## config.mk

```make
export PLATFORM = sky130hd
export DESIGN_NAME = rscd_decoder
export DESIGN_NICKNAME = d
export VERILOG_FILES = /design/src/shared/rscd_pkg.sv /design/src/verilog/rscd_decoder.sv
export SDC_FILE = /design/constraint.sdc
export NUM_CORES = 1
export LEC_CHECK = 0
export ABC_AREA = 1
export BUFFER_PORTS_ARGS = -buffer_cell sky130_fd_sc_hd__buf_4
export CAP_MARGIN = 20
export CORE_UTILIZATION = 42
export CTS_CLUSTER_DIAMETER = 80
export CTS_CLUSTER_SIZE = 30
export DETAILED_ROUTE_END_ITERATION = 6
export HOLD_SLACK_MARGIN = 0.02
export PLACE_DENSITY = 0.82
export RECOVER_POWER = 50
export SKIP_LAST_GASP = 1
export SLEW_MARGIN = 20
export SYNTH_ARGS = -nofsm -noshare
export SYNTH_HDL_FRONTEND = slang
export SYNTH_SLANG_ARGS = --single-unit
```

## constraint.sdc

```tcl
create_clock -name clk_i -period 1.7 [get_ports clk_i]
set_input_delay 0.085 -clock clk_i [delete_from_list [all_inputs] [get_ports clk_i]]
set_output_delay 0.085 -clock clk_i [all_outputs]
set_load 0.01 [all_outputs]
```

## src/shared/rscd_pkg.sv

```systemverilog
// rscd_pkg: opcodes, condition codes, register map and carrier types for the
// radio strobe command decoder. assumes a single 40 MHz clock domain.
package rscd_pkg;
    // program strobe opcodes
    localparam logic [7:0] PROGRAM_STOP_OP = 8'hdf;
    localparam logic [7:0] NO_OPERATION_OP = 8'hc0;
    localparam logic [7:0] TX_SYNTH_CALIBRATE_OP = 8'hc1;
    localparam logic [7:0] ACK_FRAME_PENDING_OP = 8'hc9;
    // immediate opcodes
    localparam logic [7:0] IMMEDIATE_STOP_OP = 8'hff;
    localparam logic [7:0] IMMEDIATE_START_OP = 8'hfe;
    localparam logic [7:0] IMMEDIATE_TX_SYNTH_CALIBRATE = 8'he1;
    localparam logic [7:0] IMMEDIATE_ACK_FRAME_PENDING = 8'he9;
    // offset between program strobe and immediate strobe opcodes
    localparam logic [7:0] IMM_TO_PROG_OFFSET = 8'h20;
    // radio command vector width and bit positions
    localparam int CMD_W = 9;
    localparam int CMD_TX_CAL = 0;
    localparam int CMD_RX_ON = 1;
    localparam int CMD_TX_ON = 2;
    localparam int CMD_TX_IF_CLEAR = 3;
    localparam int CMD_RADIO_OFF = 4;
    localparam int CMD_RX_FLUSH = 5;
    localparam int CMD_TX_FLUSH = 6;
    localparam int CMD_ACK = 7;
    localparam int CMD_ACK_PEND = 8;
    // condition codes
    localparam logic [2:0] COND_CLEAR_CHANNEL = 3'h0;
    localparam logic [2:0] COND_FRAME_ACTIVE = 3'h1;
    localparam logic [2:0] COND_CPU_CTRL = 3'h2;
    localparam logic [2:0] COND_PC_LAST = 3'h3;
    localparam logic [2:0] COND_X_ZERO = 3'h4;
    localparam logic [2:0] COND_Y_ZERO = 3'h5;
    localparam logic [2:0] COND_Z_ZERO = 3'h6;
    localparam logic [4:0] PC_LAST = 5'h17;
    localparam logic [4:0] PC_RESET = 5'h00;
    // wishbone register byte addresses
    localparam logic [3:0] REG_OPCODE = 4'h0;
    localparam logic [3:0] REG_STATUS = 4'h4;
    localparam logic [3:0] REG_COND = 4'h8;
    // status register bit positions
    localparam int ST_BUSY = 0;
    localparam int ST_RUN = 1;
    localparam int ST_STOPPED = 2;
    localparam int ST_LAST_CMD = 8;
    // carrier: operands a condition code looks at
    typedef struct packed {
        logic clear_channel;
        logic frame_active;
        logic cpu_ctrl;
        logic [4:0] pc;
        logic [7:0] x;
        logic [7:0] y;
        logic [7:0] z;
    } rscd_cond_src_t;
    // carrier: actions towards the rest of the sequencer
    typedef struct packed {
        logic halt;
        logic pc_clear;
        logic wr_ptr_clear;
        logic imem_clear;
        logic label_invalidate;
        logic start;
        logic pc_advance;
    } rscd_seq_ctl_t;
    typedef enum logic [1:0] {
        RSCD_IDLE = 2'b00,
        RSCD_ISSUE = 2'b01,
        RSCD_WAIT = 2'b11
    } rscd_state_t;
endpackage : rscd_pkg

```

## src/verilog/rscd_decoder.sv

```systemverilog
// rscd_decoder: strobe / immediate opcode decoder and branch condition unit
// for the radio sequencer. assumes one clock, synchronous inputs, and a radio
// state machine that pulses cmd_ack_i once for every strobe it accepts.
//
// The implementer's own choices: the register addresses and register access over Wishbone.
`timescale 1ns/1ps
`default_nettype none
module rscd_decoder #(
    parameter int OPC_W = 8
) (
    input wire logic clk_i,
    input wire logic sys_rst_i,
    // wishbone classic slave
    input wire logic wb_cyc_i,
    input wire logic wb_stb_i,
    input wire logic wb_we_i,
    input wire logic [3:0] wb_adr_i,
    input wire logic [3:0] wb_sel_i,
    input wire logic [31:0] wb_dat_i,
    output logic [31:0] wb_dat_o,
    output logic wb_ack_o,
    // opcode from the program fetch side
    input wire logic [OPC_W-1:0] prog_opcode_i,
    input wire logic prog_valid_i,
    output logic prog_ready_o,
    // condition evaluation
    input wire rscd_pkg::rscd_cond_src_t cond_src_i,
    input wire logic [2:0] cond_code_i,
    input wire logic cond_negate_i,
    output logic cond_true_o,
    // radio command strobes and ack
    output logic [rscd_pkg::CMD_W-1:0] radio_cmd_o,
    output logic rx_on_strobe_out_o,
    output logic radio_off_strobe_out_o,
    input wire logic cmd_ack_i,
    // sequencer control
    output rscd_pkg::rscd_seq_ctl_t seq_ctl_o,
    output logic program_stopped_flag_o,
    output logic running_o
);
    // one-hot radio command for a strobe opcode of either class, zero if none
    function automatic logic [rscd_pkg::CMD_W-1:0] cmd_of(input logic [7:0] op);
        logic [7:0] base;
        logic [rscd_pkg::CMD_W-1:0] r;
        base = op;
        r = '0;
        if (op >= rscd_pkg::IMMEDIATE_TX_SYNTH_CALIBRATE &&
            op <= rscd_pkg::IMMEDIATE_ACK_FRAME_PENDING)
        begin
            base = op - rscd_pkg::IMM_TO_PROG_OFFSET;
        end
        if (base >= rscd_pkg::TX_SYNTH_CALIBRATE_OP && base <= rscd_pkg::ACK_FRAME_PENDING_OP)
        begin
            r[4'(base - rscd_pkg::TX_SYNTH_CALIBRATE_OP)] = 1'b1;
        end
        return r;
    endfunction : cmd_of

    rscd_pkg::rscd_state_t state;
    logic [rscd_pkg::CMD_W-1:0] pend_cmd;
    logic [rscd_pkg::CMD_W-1:0] last_cmd;
    logic pend_imm;
    logic running;
    logic stopped;
    logic [7:0] imm_op;
    logic imm_pend;
    logic [rscd_pkg::CMD_W-1:0] next_cmd;
    logic [7:0] prog_op8;
    logic take_prog;
    logic take_imm;
    logic wb_req;
    logic cond_raw;

    assign prog_op8 = 8'(prog_opcode_i);
    assign wb_req = wb_cyc_i && wb_stb_i && !wb_ack_o;
    // immediates take priority over program fetch; both stall while busy
    assign take_imm = (state == rscd_pkg::RSCD_IDLE) && imm_pend;
    assign take_prog = (state == rscd_pkg::RSCD_IDLE) && !imm_pend && running
        && prog_valid_i;
    assign prog_ready_o = take_prog;
    assign next_cmd = take_imm ? cmd_of(imm_op) : cmd_of(prog_op8);

    // immediate opcode capture from software writes
    always_ff @(posedge clk_i)
    begin
        if (sys_rst_i)
        begin
            imm_op <= 8'h00;
            imm_pend <= 1'b0;
        end
        else if (wb_req && wb_we_i && wb_sel_i[0] && wb_adr_i == rscd_pkg::REG_OPCODE)
        begin
            imm_op <= wb_dat_i[7:0];
            imm_pend <= 1'b1;
        end
        else if (take_imm)
        begin
            imm_pend <= 1'b0;
        end
    end

    // strobe handshake: issue one pulse, then wait for the ack pulse
    always_ff @(posedge clk_i)
    begin
        if (sys_rst_i)
        begin
            state <= rscd_pkg::RSCD_IDLE;
            pend_cmd <= '0;
            pend_imm <= 1'b0;
        end
        else
        begin
            case (state)
                rscd_pkg::RSCD_IDLE:
                begin
                    if ((take_imm || take_prog) && next_cmd != '0)
                    begin
                        pend_cmd <= next_cmd;
                        pend_imm <= take_imm;
                        state <= rscd_pkg::RSCD_ISSUE;
                    end
                end
                rscd_pkg::RSCD_ISSUE:
                begin
                    state <= rscd_pkg::RSCD_WAIT;
                end
                rscd_pkg::RSCD_WAIT:
                begin
                    if (cmd_ack_i)
                    begin
                        state <= rscd_pkg::RSCD_IDLE;
                    end
                end
                default:
                begin
                    state <= rscd_pkg::RSCD_IDLE;
                end
            endcase
        end
    end

    // one-cycle command strobes towards the radio
    always_ff @(posedge clk_i)
    begin
        if (sys_rst_i)
        begin
            radio_cmd_o <= '0;
            rx_on_strobe_out_o <= 1'b0;
            radio_off_strobe_out_o <= 1'b0;
        end
        else
        begin
            radio_cmd_o <= '0;
            rx_on_strobe_out_o <= 1'b0;
            radio_off_strobe_out_o <= 1'b0;
            if (state == rscd_pkg::RSCD_ISSUE)
            begin
                radio_cmd_o <= pend_cmd;
                rx_on_strobe_out_o <= pend_cmd[rscd_pkg::CMD_RX_ON];
                radio_off_strobe_out_o <= pend_cmd[rscd_pkg::CMD_RADIO_OFF];
            end
        end
    end

    // last command issued, kept for status
    always_ff @(posedge clk_i)
    begin
        if (sys_rst_i)
        begin
            last_cmd <= '0;
        end
        else if (state == rscd_pkg::RSCD_ISSUE)
        begin
            last_cmd <= pend_cmd;
        end
    end

    // sequencer control pulses, program advance and run state
    always_ff @(posedge clk_i)
    begin
        if (sys_rst_i)
        begin
            seq_ctl_o <= '0;
            running <= 1'b0;
            stopped <= 1'b0;
        end
        else
        begin
            seq_ctl_o <= '0;
            if (take_imm && imm_op == rscd_pkg::IMMEDIATE_STOP_OP)
            begin
                running <= 1'b0;
                stopped <= 1'b1;
                seq_ctl_o.halt <= 1'b1;
                seq_ctl_o.imem_clear <= 1'b1;
                seq_ctl_o.label_invalidate <= 1'b1;
            end
            else if (take_imm && imm_op == rscd_pkg::IMMEDIATE_START_OP)
            begin
                running <= 1'b1;
                stopped <= 1'b0;
                seq_ctl_o.pc_clear <= 1'b1;
                seq_ctl_o.start <= 1'b1;
            end
            else if (take_prog && prog_op8 == rscd_pkg::PROGRAM_STOP_OP)
            begin
                running <= 1'b0;
                stopped <= 1'b1;
                seq_ctl_o.halt <= 1'b1;
                seq_ctl_o.pc_clear <= 1'b1;
                seq_ctl_o.wr_ptr_clear <= 1'b1;
                seq_ctl_o.imem_clear <= 1'b1;
                seq_ctl_o.label_invalidate <= 1'b1;
            end
            else if (take_prog && prog_op8 == rscd_pkg::NO_OPERATION_OP)
            begin
                seq_ctl_o.pc_advance <= 1'b1;
            end
            else if (state == rscd_pkg::RSCD_WAIT && cmd_ack_i && !pend_imm)
            begin
                seq_ctl_o.pc_advance <= 1'b1;
            end
        end
    end

    // stop flag pulse for the interrupt controller
    assign program_stopped_flag_o = seq_ctl_o.halt;
    assign running_o = running;

    // branch condition selection
    always_comb
    begin
        case (cond_code_i)
            rscd_pkg::COND_CLEAR_CHANNEL: cond_raw = cond_src_i.clear_channel;
            rscd_pkg::COND_FRAME_ACTIVE: cond_raw = cond_src_i.frame_active;
            rscd_pkg::COND_CPU_CTRL: cond_raw = cond_src_i.cpu_ctrl;
            rscd_pkg::COND_PC_LAST: cond_raw = cond_src_i.pc == rscd_pkg::PC_LAST;
            rscd_pkg::COND_X_ZERO: cond_raw = cond_src_i.x == 8'h00;
            rscd_pkg::COND_Y_ZERO: cond_raw = cond_src_i.y == 8'h00;
            rscd_pkg::COND_Z_ZERO: cond_raw = cond_src_i.z == 8'h00;
            default: cond_raw = 1'b0; // unused code
        endcase
    end
    assign cond_true_o = cond_raw ^ cond_negate_i;

    // wishbone slave: one-cycle ack, reads of status and condition
    always_ff @(posedge clk_i)
    begin
        if (sys_rst_i)
        begin
            wb_ack_o <= 1'b0;
            wb_dat_o <= 32'h00000000;
        end
        else
        begin
            wb_ack_o <= wb_req;
            wb_dat_o <= 32'h00000000;
            if (wb_req && !wb_we_i)
            begin
                if (wb_adr_i == rscd_pkg::REG_OPCODE)
                begin
                    wb_dat_o <= {24'h000000, imm_op};
                end
                else if (wb_adr_i == rscd_pkg::REG_STATUS)
                begin
                    wb_dat_o[rscd_pkg::ST_BUSY] <= (state != rscd_pkg::RSCD_IDLE) || imm_pend;
                    wb_dat_o[rscd_pkg::ST_RUN] <= running;
                    wb_dat_o[rscd_pkg::ST_STOPPED] <= stopped;
                    wb_dat_o[rscd_pkg::ST_LAST_CMD +: rscd_pkg::CMD_W] <= last_cmd;
                end
                else if (wb_adr_i == rscd_pkg::REG_COND)
                begin
                    wb_dat_o[0] <= cond_true_o;
                end
            end
        end
    end
endmodule : rscd_decoder
`default_nettype wire

```

==> reports/results.tsv, run 1 <==
stage	metric	value	unit
pwr	p_leak	1.82	nW
sta	finalWorstSetupSlack	-189	ps
die	die_area	0.00760	sq mm
place	post-place-ws	-167	ps
yosys	synth.area.top_cells	dfxtp_1, nor2_1, nand2_1	
worst_setup_path	path_max_fanout	8	
yosys	synthFlopType	dfxtp_1	
worst_setup_path	arrival	2120	ps
clock_tree	numCtsBuffers	9	
clock_tree	clock_latency	340	ps
detailed_routing	first_iter_violations	181	
yosys	synth_area_per_cell	7.38	sq um
yosys	synth_edf_count	0	
sta	min_period_over_period	111	%
cells_and_area	post_route_cells_drive_above_1_share	35.7	%
yosys	ys_ff_latch	64	
cells_and_area	layout_common_cells	buf_4, nor2_1, dfxtp_1	
worst_setup_path	r2r_cells	13	
yosys	yosys.area.top_type	dfxtp_1	
grt	antenna_found_initial	0	
pwr	swShare	24.0	%
die	core	0.00691	sq mm
hold_path	hold_class	input pin to flip-flop	
detailed_routing	ant_nets	0	
yosys	yosys_warnings	0	
grt	track_usage	22.7	%
cells_and_area	finalNetCount	651	
pwr	p_switching	0.749	mW
outcome	violations	negative setup slack	
sta	finalHoldViolations	0	
place	dp_hpwl	5990	um
cells_and_area	final_area	0.00433	sq mm
worst_setup_path	required	1930	ps
place	port_buffers	103	
detailed_routing	vias	3262	
pwr	p_int	2.37	mW
clock_tree	cts_root_buf	clkbuf_8	
sta	skew	9.60	ps
die	die_h	87.2	um
grt	grt_first_pass_wirelength	13400	um
pwr	power	3.12	mW
cells_and_area	diodes	0	
pwr	power_frac_clock	42.4	%
cells_and_area	area_growth	42.0	%
yosys	ys_types	35	
flow_run	drv_cap	0	
sta	grt_setup_unrepaired	yes	
sta	setup_violations	11	
sta	drv_slew	0	
sta	whs	27.0	ps
worst_setup_path	worstSetupEndpointType	flip-flop	
sta	max_freq	0.529	GHz
grt	overflow	0	
detailed_routing	routed_wl	8420	um
sta	fin_crit	1890	ps
cells_and_area	layout_commonest_cell	buf_4	
die	die_x	87.2	um
detailed_routing	viasPerCell	4.95	
place	routabilityCongestion	0.923	
die	ios	146	
clock_tree	clkSlewWorstSetupHoldPaths	80	ps
clock_tree	cts_sinks	64	
detailed_routing	drt_pass1_iterations	5	
worst_setup_path	critPathKind	flip-flop to flip-flop	
die	initial_core_util	44.1	%
detailed_routing	avgRoutedWirePerCell	12.8	um
hold_path	hold_depth	3	
grt	grt_max_degree	29	
outcome	status	finished, violations left	
yosys	synth-seq-area-share	42.0	%
clock_tree	cts_tree	yes	
yosys	synthArstFlopShare	0	%
yosys	syn_inst	413	
pwr	pwr_density_cell	720	mW/mm^2
die	num_rows	30	
pwr	seqPwrFrac	48.2	%
clock_tree	cts_max_level	3	
grt	grt_pass1_vias	3004	
detailed_routing	post-route-drc-count	0	
yosys	synth_top_area_share	42.0	%
pwr	p_comb_share	9.4	%
clock_tree	clockBufferDepth	2	
place	dpl_cell_area	0.00413	sq mm
yosys	syn_area	0.00305	sq mm
pwr	vdd_drop_max	0.000306	V
sta	worst-slew-pin-transition	606	ps
sta	slew_headroom	59.2	%
worst_setup_path	worst_setup_path_start_kind	flip-flop	
registers in the layout, indices dropped and copies added, names as in the netlist:
name / cells
radio_cmd_o: 9
stopped: 1
imm_pend: 1
last_cmd: 9
imm_op: 8
program_stopped_flag_o: 1
wb_dat_o: 17
pend_imm: 1
wb_ack_o: 1
running_o: 1
pend_cmd: 9
state: 2
seq_ctl_o: 4
path summary, 6_finish.rpt:
kind | endpoint | startpoint | slack (ps)
worst max-delay path | pend_cmd[2] | state[0] | -190
worst min-delay path | imm_op[3] | wb_dat_i[3] | 30
worst max register to register | pend_cmd[2] | state[0] | -190
worst min register to register | wb_dat_o[13] | last_cmd[5] | 430
cell type report:
cell class,count,area [sq um]
clock buffers,10,138
clock inverters,6,66.3
repair buffers,147,988
fillers,626,2580
multi-input cells,280,1510
flip-flops and latches,64,1290
inverters,56,210
well taps,96,120
synth_stat cells (2+ instances only):
master,n
o22ai_1,2
o21ai_1,2
nand2_4,2
nand3_1,23
clkbuf_1,6
inv_2,6
buf_4,20
inv_1,49
nand2_1,51
nand2_2,6
nor2_2,6
nor3_1,8
nor2_4,3
a21oi_1,13
nand4_1,13
a21oi_2,10
o21ai_2,2
nor4_1,8
o21ai_0,11
dfxtp_1,64
nand3b_1,2
a31o_2,10
nor2_1,83
ha_1,2
critical path, stage by stage (launching register included):
cell and delay, ps:
dfxtp_2 340, inv_2 70, nand2_4 60, nor2_4 200, nor2_1 80, nand4_1 120, nor2_1 50, nor2_1 150
nand2_1 110, nor2_4 160, nand2_4 100, buf_12 150, a21oi_2 120, nor2_1 60
layer usage:
layer	track usage, %	vias up	wire length (um)
met5	0	-	0
met4	6.11	0	143
met3	4.64	14	516
met2	41.4	138	4330
met1	26.9	1512	3430
li1	-	1598	-
what timing repair did:
action                                  in CTS  in global routing
resized for setup                           13                 15
endpoints found under the setup margin      11                 17
hold endpoints to repair                     5                  0
cloned                                       1                  0
buffers inserted                             3                  3
pin swaps                                    9                 14
hold buffers                                 1                  0
per-stage QoR:
stage          TNS [ps]  cells  util [%]
6_report          -1830    659      62.7
5_1_grt           -2890    659      62.7
4_1_cts           -1110    656      63.8
3_5_place_dp      -1660    635      59.8
3_3_place_gp       -803    635      59.8
2_1_floorplan     -13.0    427         -
power groups by stage:
| stage | Sequential [mW] | Combinational [mW] | Clock, mW |
|---|---|---|---|
| 6_report | 1.50 | 0.293 | 1.32 |
| 3_5_place_dp | 1.54 | 0.282 | 0 |
| 2_1_floorplan | 1.54 | 0.150 | 0 |
| 4_1_cts | 1.50 | 0.289 | 1.34 |
| 3_3_place_gp | 1.54 | 0.275 | 0 |
| 5_1_grt | 1.50 | 0.320 | 1.40 |
cell families (layout without fill, tap and decap cells):
logic type      Yosys count  after routing  share of synthesized area, %
buf+inv                  84            219                          13.6
simple gates            209            210                          31.7
other cells               1             15                         0.123
compound gates           53             53                          11.8
flops                    64             64                          42.0
fa+ha+maj                 2              2                         0.821
(Power assumes the default switching activity.)
==> inputs of run 2 (changes only) <==
==> constraint.sdc (replaced) <==
create_clock -name clk_i -period 1.7 [get_ports clk_i]
set_input_delay 0.085 -clock clk_i [delete_from_list [all_inputs] [get_ports clk_i]]
set_output_delay 0.085 -clock clk_i [all_outputs]
set_load 0.1 [all_outputs]
==> reports/results.tsv, run 2 (synthesis gave the netlist of run 1 again) <==
stage	metric	value	unit
outcome	violations	negative setup slack	
worst_setup_path	crit_path_max_incr_delay	340	ps
sta	skew	8.93	ps
sta	setup_violations	12	
die	die_h	87.2	um
die	die_x	87.2	um
grt	grt_pass1_vias	3114	
cells_and_area	finalNetCount	664	
worst_setup_path	regToRegEndpoint	pend_cmd[0]	
sta	fin_crit	1950	ps
sta	grt_setup_unrepaired	yes	
die	die_area	0.00760	sq mm
clock_tree	cts_sinks	64	
detailed_routing	avgRoutedWirePerCell	13.5	um
worst_setup_path	arrival	2190	ps
worst_setup_path	r2r_cells	13	
die	ios	146	
die	num_rows	30	
hold_path	hold_class	input pin to flip-flop	
outcome	status	finished, violations left	
grt	grt_max_degree	29	
sta	max_freq	0.513	GHz
cells_and_area	post_route_cells_drive_above_1_share	45.0	%
clock_tree	cts_max_level	3	
cells_and_area	area_growth	52.4	%
worst_setup_path	path_max_fanout	7	
detailed_routing	routed_wl	9060	um
detailed_routing	first_iter_violations	199	
sta	drv_slew	0	
grt	overflow	0	
worst_setup_path	cpMostUsedCell	nor2_1	
worst_setup_path	worst_setup_path_start_kind	flip-flop	
clock_tree	clock_latency	350	ps
detailed_routing	post-route-drc-count	0	
worst_setup_path	crit_path_cell_trace	nor2_1 > nand2_2 > nand2_1 > nor2_1 > nand4_1 > nand2_1 > inv_1 > nand3_2 > nor2_4 > nand2_4 > buf_6 > a21oi_4 > nor2_1	
cells_and_area	layout_common_cells	buf_4, nor2_1, dfxtp_1	
place	dp_hpwl	5890	um
cells_and_area	largest_reg_flops	17	
pwr	pwr_density_cell	736	mW/mm^2
worst_setup_path	critPathKind	flip-flop to flip-flop	
clock_tree	cts_root_buf	clkbuf_8	
worst_setup_path	crit_family	simple AND/OR/NAND/NOR gates	
detailed_routing	drt_pass1_iterations	5	
hold_path	min_to	imm_op[7]	
worst_setup_path	reg2reg_slack	-250	ps
worst_setup_path	worstSetupEndpointType	flip-flop	
place	port_buffers	103	
cells_and_area	final_util	67.3	%
detailed_routing	vias	3315	
sta	finalHoldViolations	0	
clock_tree	numCtsBuffers	9	
cells_and_area	top_register	wb_dat_o	
sta	min_period_over_period	115	%
grt	grt_first_pass_wirelength	13900	um
hold_path	hold_path_startpoint	wb_dat_i[7]	
worst_setup_path	slowest_stage	dfxtp_2	
flow_run	drv_cap	0	
pwr	power	3.42	mW
hold_path	hold_depth	3	
clock_tree	clkSlewWorstSetupHoldPaths	70	ps
detailed_routing	ant_nets	0	
worst_setup_path	required	1940	ps
cells_and_area	layout_commonest_cell	buf_4	
detailed_routing	viasPerCell	4.93	
place	routabilityCongestion	0.871	
cells_and_area	diodes	0	
clock_tree	clockBufferDepth	2	
sta	finalWorstSetupSlack	-248	ps
grt	antenna_found_initial	0	
sta	slew_headroom	55.4	%
die	core	0.00691	sq mm
pwr	vdd_drop_max	0.000352	V
pwr	p_leak	2.09	nW
sta	worst-slew-pin-transition	662	ps
worst_setup_path	cp_num_cells	13	
die	initial_core_util	44.1	%
worst_setup_path	reg2reg_from	state[1]	
clock_tree	cts_tree	yes	
grt	track_usage	23.9	%
worst_setup_path	worst-path-buf-inv	2	
-- run 2: worst max-delay path by stage --
| stage | startpoint | end | slack, ps |
|---|---|---|---|
| after global placement | prog_opcode_i[5] | pend_cmd[4] | -90 |
| after CTS | imm_op[5] | pend_cmd[0] | -140 |
| after detailed placement | imm_op[5] | pend_cmd[5] | -180 |
| after floorplan | running_o | seq_ctl_o[0] | -100 |
| final | state[1] | pend_cmd[0] | -250 |
| after global routing | state[1] | pend_cmd[1] | -390 |
-- run 2: worst min-delay path: stages --
cell and delay (ps):
buf_4 80, o21ai_0 70, a21oi_1 100
-- run 2: through the flow --
| step | TNS, ps | worst slack [ps] | cells | area [sq um] | hold slack, ps |
|---|---|---|---|---|---|
| 6_report | -2170 | -248 | 672 | 4650 | 18.2 |
| 5_1_grt | -3930 | -394 | 672 | 4650 | 43.4 |
| 4_1_cts | -1200 | -144 | 664 | 4500 | 21.5 |
| 3_5_place_dp | -1690 | -178 | 639 | 4150 | 339 |
| 3_3_place_gp | -888 | -93.1 | 639 | 4150 | 336 |
| 2_1_floorplan | -112 | -102 | 427 | 3140 | 264 |
-- run 2: repair_timing --
action	CTS	global route
gates cloned	1	0
hold buffers	4	0
resized for setup	15	27
endpoints found under the setup margin	12	17
endpoints found under the hold margin	7	0
setup buffers	4	8
pin swaps	12	13
-- run 2: layer usage --
metal,GRT usage (%),up-vias,part of all wire (%)
li1,-,1624,-
met1,27.6,1528,40
met2,42.2,137,51
met3,5.12,26,5.5
met4,10.9,0,2.9
met5,0,-,0
-- run 2: layout make-up --
cell class,instances,area (sq um)
fillers,526,2260
multi-input cells,280,1560
flip-flops and latches,64,1290
repair buffers,160,1250
inverters,56,210
clock buffers,9,124
well taps,96,120
clock inverters,7,95.1
-- run 2: report_power, final --
part           switching (mW)  total, mW  internal (mW)  leakage (nW)
Combinational           0.303      0.463          0.160          1.46
Sequential            0.00156       1.50           1.50         0.521
Clock                   0.628       1.46          0.827         0.110
Total                   0.933       3.42           2.49          2.09
==> inputs of run 3 (changes only) <==
--- a/config.mk
+++ b/config.mk
@@ -6,6 +6,7 @@
 export NUM_CORES = 1
 export LEC_CHECK = 0
 export ABC_AREA = 1
+export ABC_CLOCK_PERIOD_IN_PS = 1700
 export BUFFER_PORTS_ARGS = -buffer_cell sky130_fd_sc_hd__buf_4
 export CAP_MARGIN = 20
 export CORE_UTILIZATION = 42
@@ -15,6 +16,7 @@
 export HOLD_SLACK_MARGIN = 0.02
 export PLACE_DENSITY = 0.82
 export RECOVER_POWER = 50
+export REMOVE_ABC_BUFFERS = 1
 export SKIP_LAST_GASP = 1
 export SLEW_MARGIN = 20
 export SYNTH_ARGS = -nofsm -noshare
==> reports/results.tsv, run 3 (synthesis gave the netlist of run 1 again) <==
stage	metric	value	unit
clock_tree	cts_sinks	64	
outcome	status	finished, violations left	
detailed_routing	post-route-drc-count	0	
worst_setup_path	critPathKind	flip-flop to flip-flop	
cells_and_area	nFillCells	572	
sta	max_freq	0.507	GHz
worst_setup_path	path_max_fanout	7	
grt	overflow	0	
sta	setup_violations	11	
worst_setup_path	slowest_stage	dfxtp_2	
grt	grt_use_met1	26.3	%
die	die_x	87.2	um
worst_setup_path	required	1950	ps
place	routabilityCongestion	0.870	
die	num_rows	30	
place	dp_hpwl	5860	um
detailed_routing	vias	3390	
die	die_area	0.00760	sq mm
cells_and_area	finalNetCount	663	
worst_setup_path	cpMostUsedCell	nand2_1	
sta	min_period_over_period	116	%
die	ios	146	
pwr	vdd_drop_max	0.000401	V
sta	drv_slew	0	
cells_and_area	final_util	65.8	%
worst_setup_path	worst-path-buf-inv	2	
detailed_routing	ant_nets	0	
sta	skew	9.28	ps
sta	fin_crit	1970	ps
worst_setup_path	reg2reg_from	imm_op[0]	
grt	met3_usage	5.59	%
clock_tree	cts_root_buf	clkbuf_8	
worst_setup_path	critical_path.startpoint	imm_op[0]	
cells_and_area	largest_reg_flops	17	
cells_and_area	post_route_cells_drive_above_1_share	44.9	%
place	dp_cells	636	
place	port_buffers	103	
cells_and_area	top_register	wb_dat_o	
sta	grt_setup_unrepaired	yes	
clock_tree	clock_latency	350	ps
cells_and_area	diodes	0	
detailed_routing	avgRoutedWirePerCell	13.7	um
cells_and_area	layout_commonest_cell	buf_4	
grt	antenna_found_initial	0	
sta	finalHoldViolations	0	
place	post-place-ws	-304	ps
cells_and_area	fin_cells	671	
grt	top_usage_layer	met2	
die	initial_core_util	44.1	%
detailed_routing	viasPerCell	5.05	
clock_tree	cts_max_level	3	
cells_and_area	area_growth	49.0	%
worst_setup_path	worst_setup_path_start_kind	flip-flop	
worst_setup_path	crit_path_max_incr_delay	350	ps
worst_setup_path	worstSetupEndpointType	flip-flop	
flow_run	drv_cap	0	
grt	grt_first_pass_wirelength	13600	um
clock_tree	clkSlewWorstSetupHoldPaths	70	ps
worst_setup_path	crit_path_cell_trace	inv_2 > nand2_1 > nand2_1 > nand2_1 > nand2_1 > nor3_2 > nor2_2 > nand2_2 > nor2_4 > nand2_4 > buf_6 > a21oi_2 > nor2_1	
detailed_routing	drt_pass1_iterations	5	
sta	worst-slew-pin-transition	634	ps
clock_tree	numCtsBuffers	9	
grt	grt_max_degree	29	
sta	finalWorstSetupSlack	-274	ps
worst_setup_path	crit_family	simple AND/OR/NAND/NOR gates	
worst_setup_path	arrival	2220	ps
clock_tree	cts_tree	yes	
detailed_routing	first_iter_violations	166	
pwr	pwr_density_cell	752	mW/mm^2
grt	grt_util_met2	40.9	%
outcome	violations	negative setup slack	
hold_path	hold_path_startpoint	wb_dat_i[7]	
grt	track_usage	23.4	%
sta	slew_headroom	57.3	%
detailed_routing	routed_wl	9170	um
die	die_h	87.2	um
grt	grt_pass1_vias	3175	
clock_tree	clockBufferDepth	2	
hold_path	hold_class	input pin to flip-flop	
die	core	0.00691	sq mm
cells_and_area	layout_common_cells	buf_4, nor2_1, dfxtp_1	
pwr	p_leak	2.05	nW
[run 3: cell type report]
type                       count  area (sq um)  area share (%)
clock buffer                  11           141            3.11
clock inverter                 5          80.1            1.76
inverter                      56           210            4.63
multi-input combinational    280          1570            34.5
sequential                    64          1290            28.5
tap                           96           120            2.64
timing repair buffer         159          1130            24.9
[run 3: path summary, 6_finish.rpt]
check | slack (ps) | depth (start not counted) | endpoint
worst min-delay path | 40 | 3 | imm_op[7]
worst max register to register | -270 | 13 | pend_cmd[6]
worst max-delay path | -270 | 13 | pend_cmd[6]
worst min register to register | 430 | 2 | wb_dat_o[11]
[run 3: stage by stage]
stage	setup TNS, ps	hold WS, ps	power [mW]	cell area (sq um)
floorplan	-10330	147	1.80	2900
global placement	-1430	334	1.96	4080
detailed placement	-3060	340	1.97	4080
CTS	-1140	29.1	3.42	4560
global route	-3320	49.7	3.54	4540
finish	-2680	36.5	3.42	4540
[run 3: tightest hold or removal path, cell delays in order]
cell	delay (ps)
buf_4	70
o21ai_0	70
a21oi_1	110
[run 3: layer usage]
layer | vias to the layer above | wire length [um]
met1 | 1565 | 3520
li1 | 1615 | -
met5 | - | 0
met2 | 168 | 4570
met4 | 0 | 403
met3 | 42 | 675
[run 3: timing repair]
item / CTS / global route
endpoints found under the hold margin: 9 / 0
cloned: 1 / 0
pin swaps: 17 / 20
hold buffers: 5 / 0
setup buffers: 12 / 1
resized for setup: 36 / 21
setup endpoints to repair: 12 / 13
[run 3: power breakdown]
part	internal (mW)	switching (mW)
combinational	0.161	0.305
clock	0.863	0.587
sequential	1.50	0.00123
total	2.52	0.894
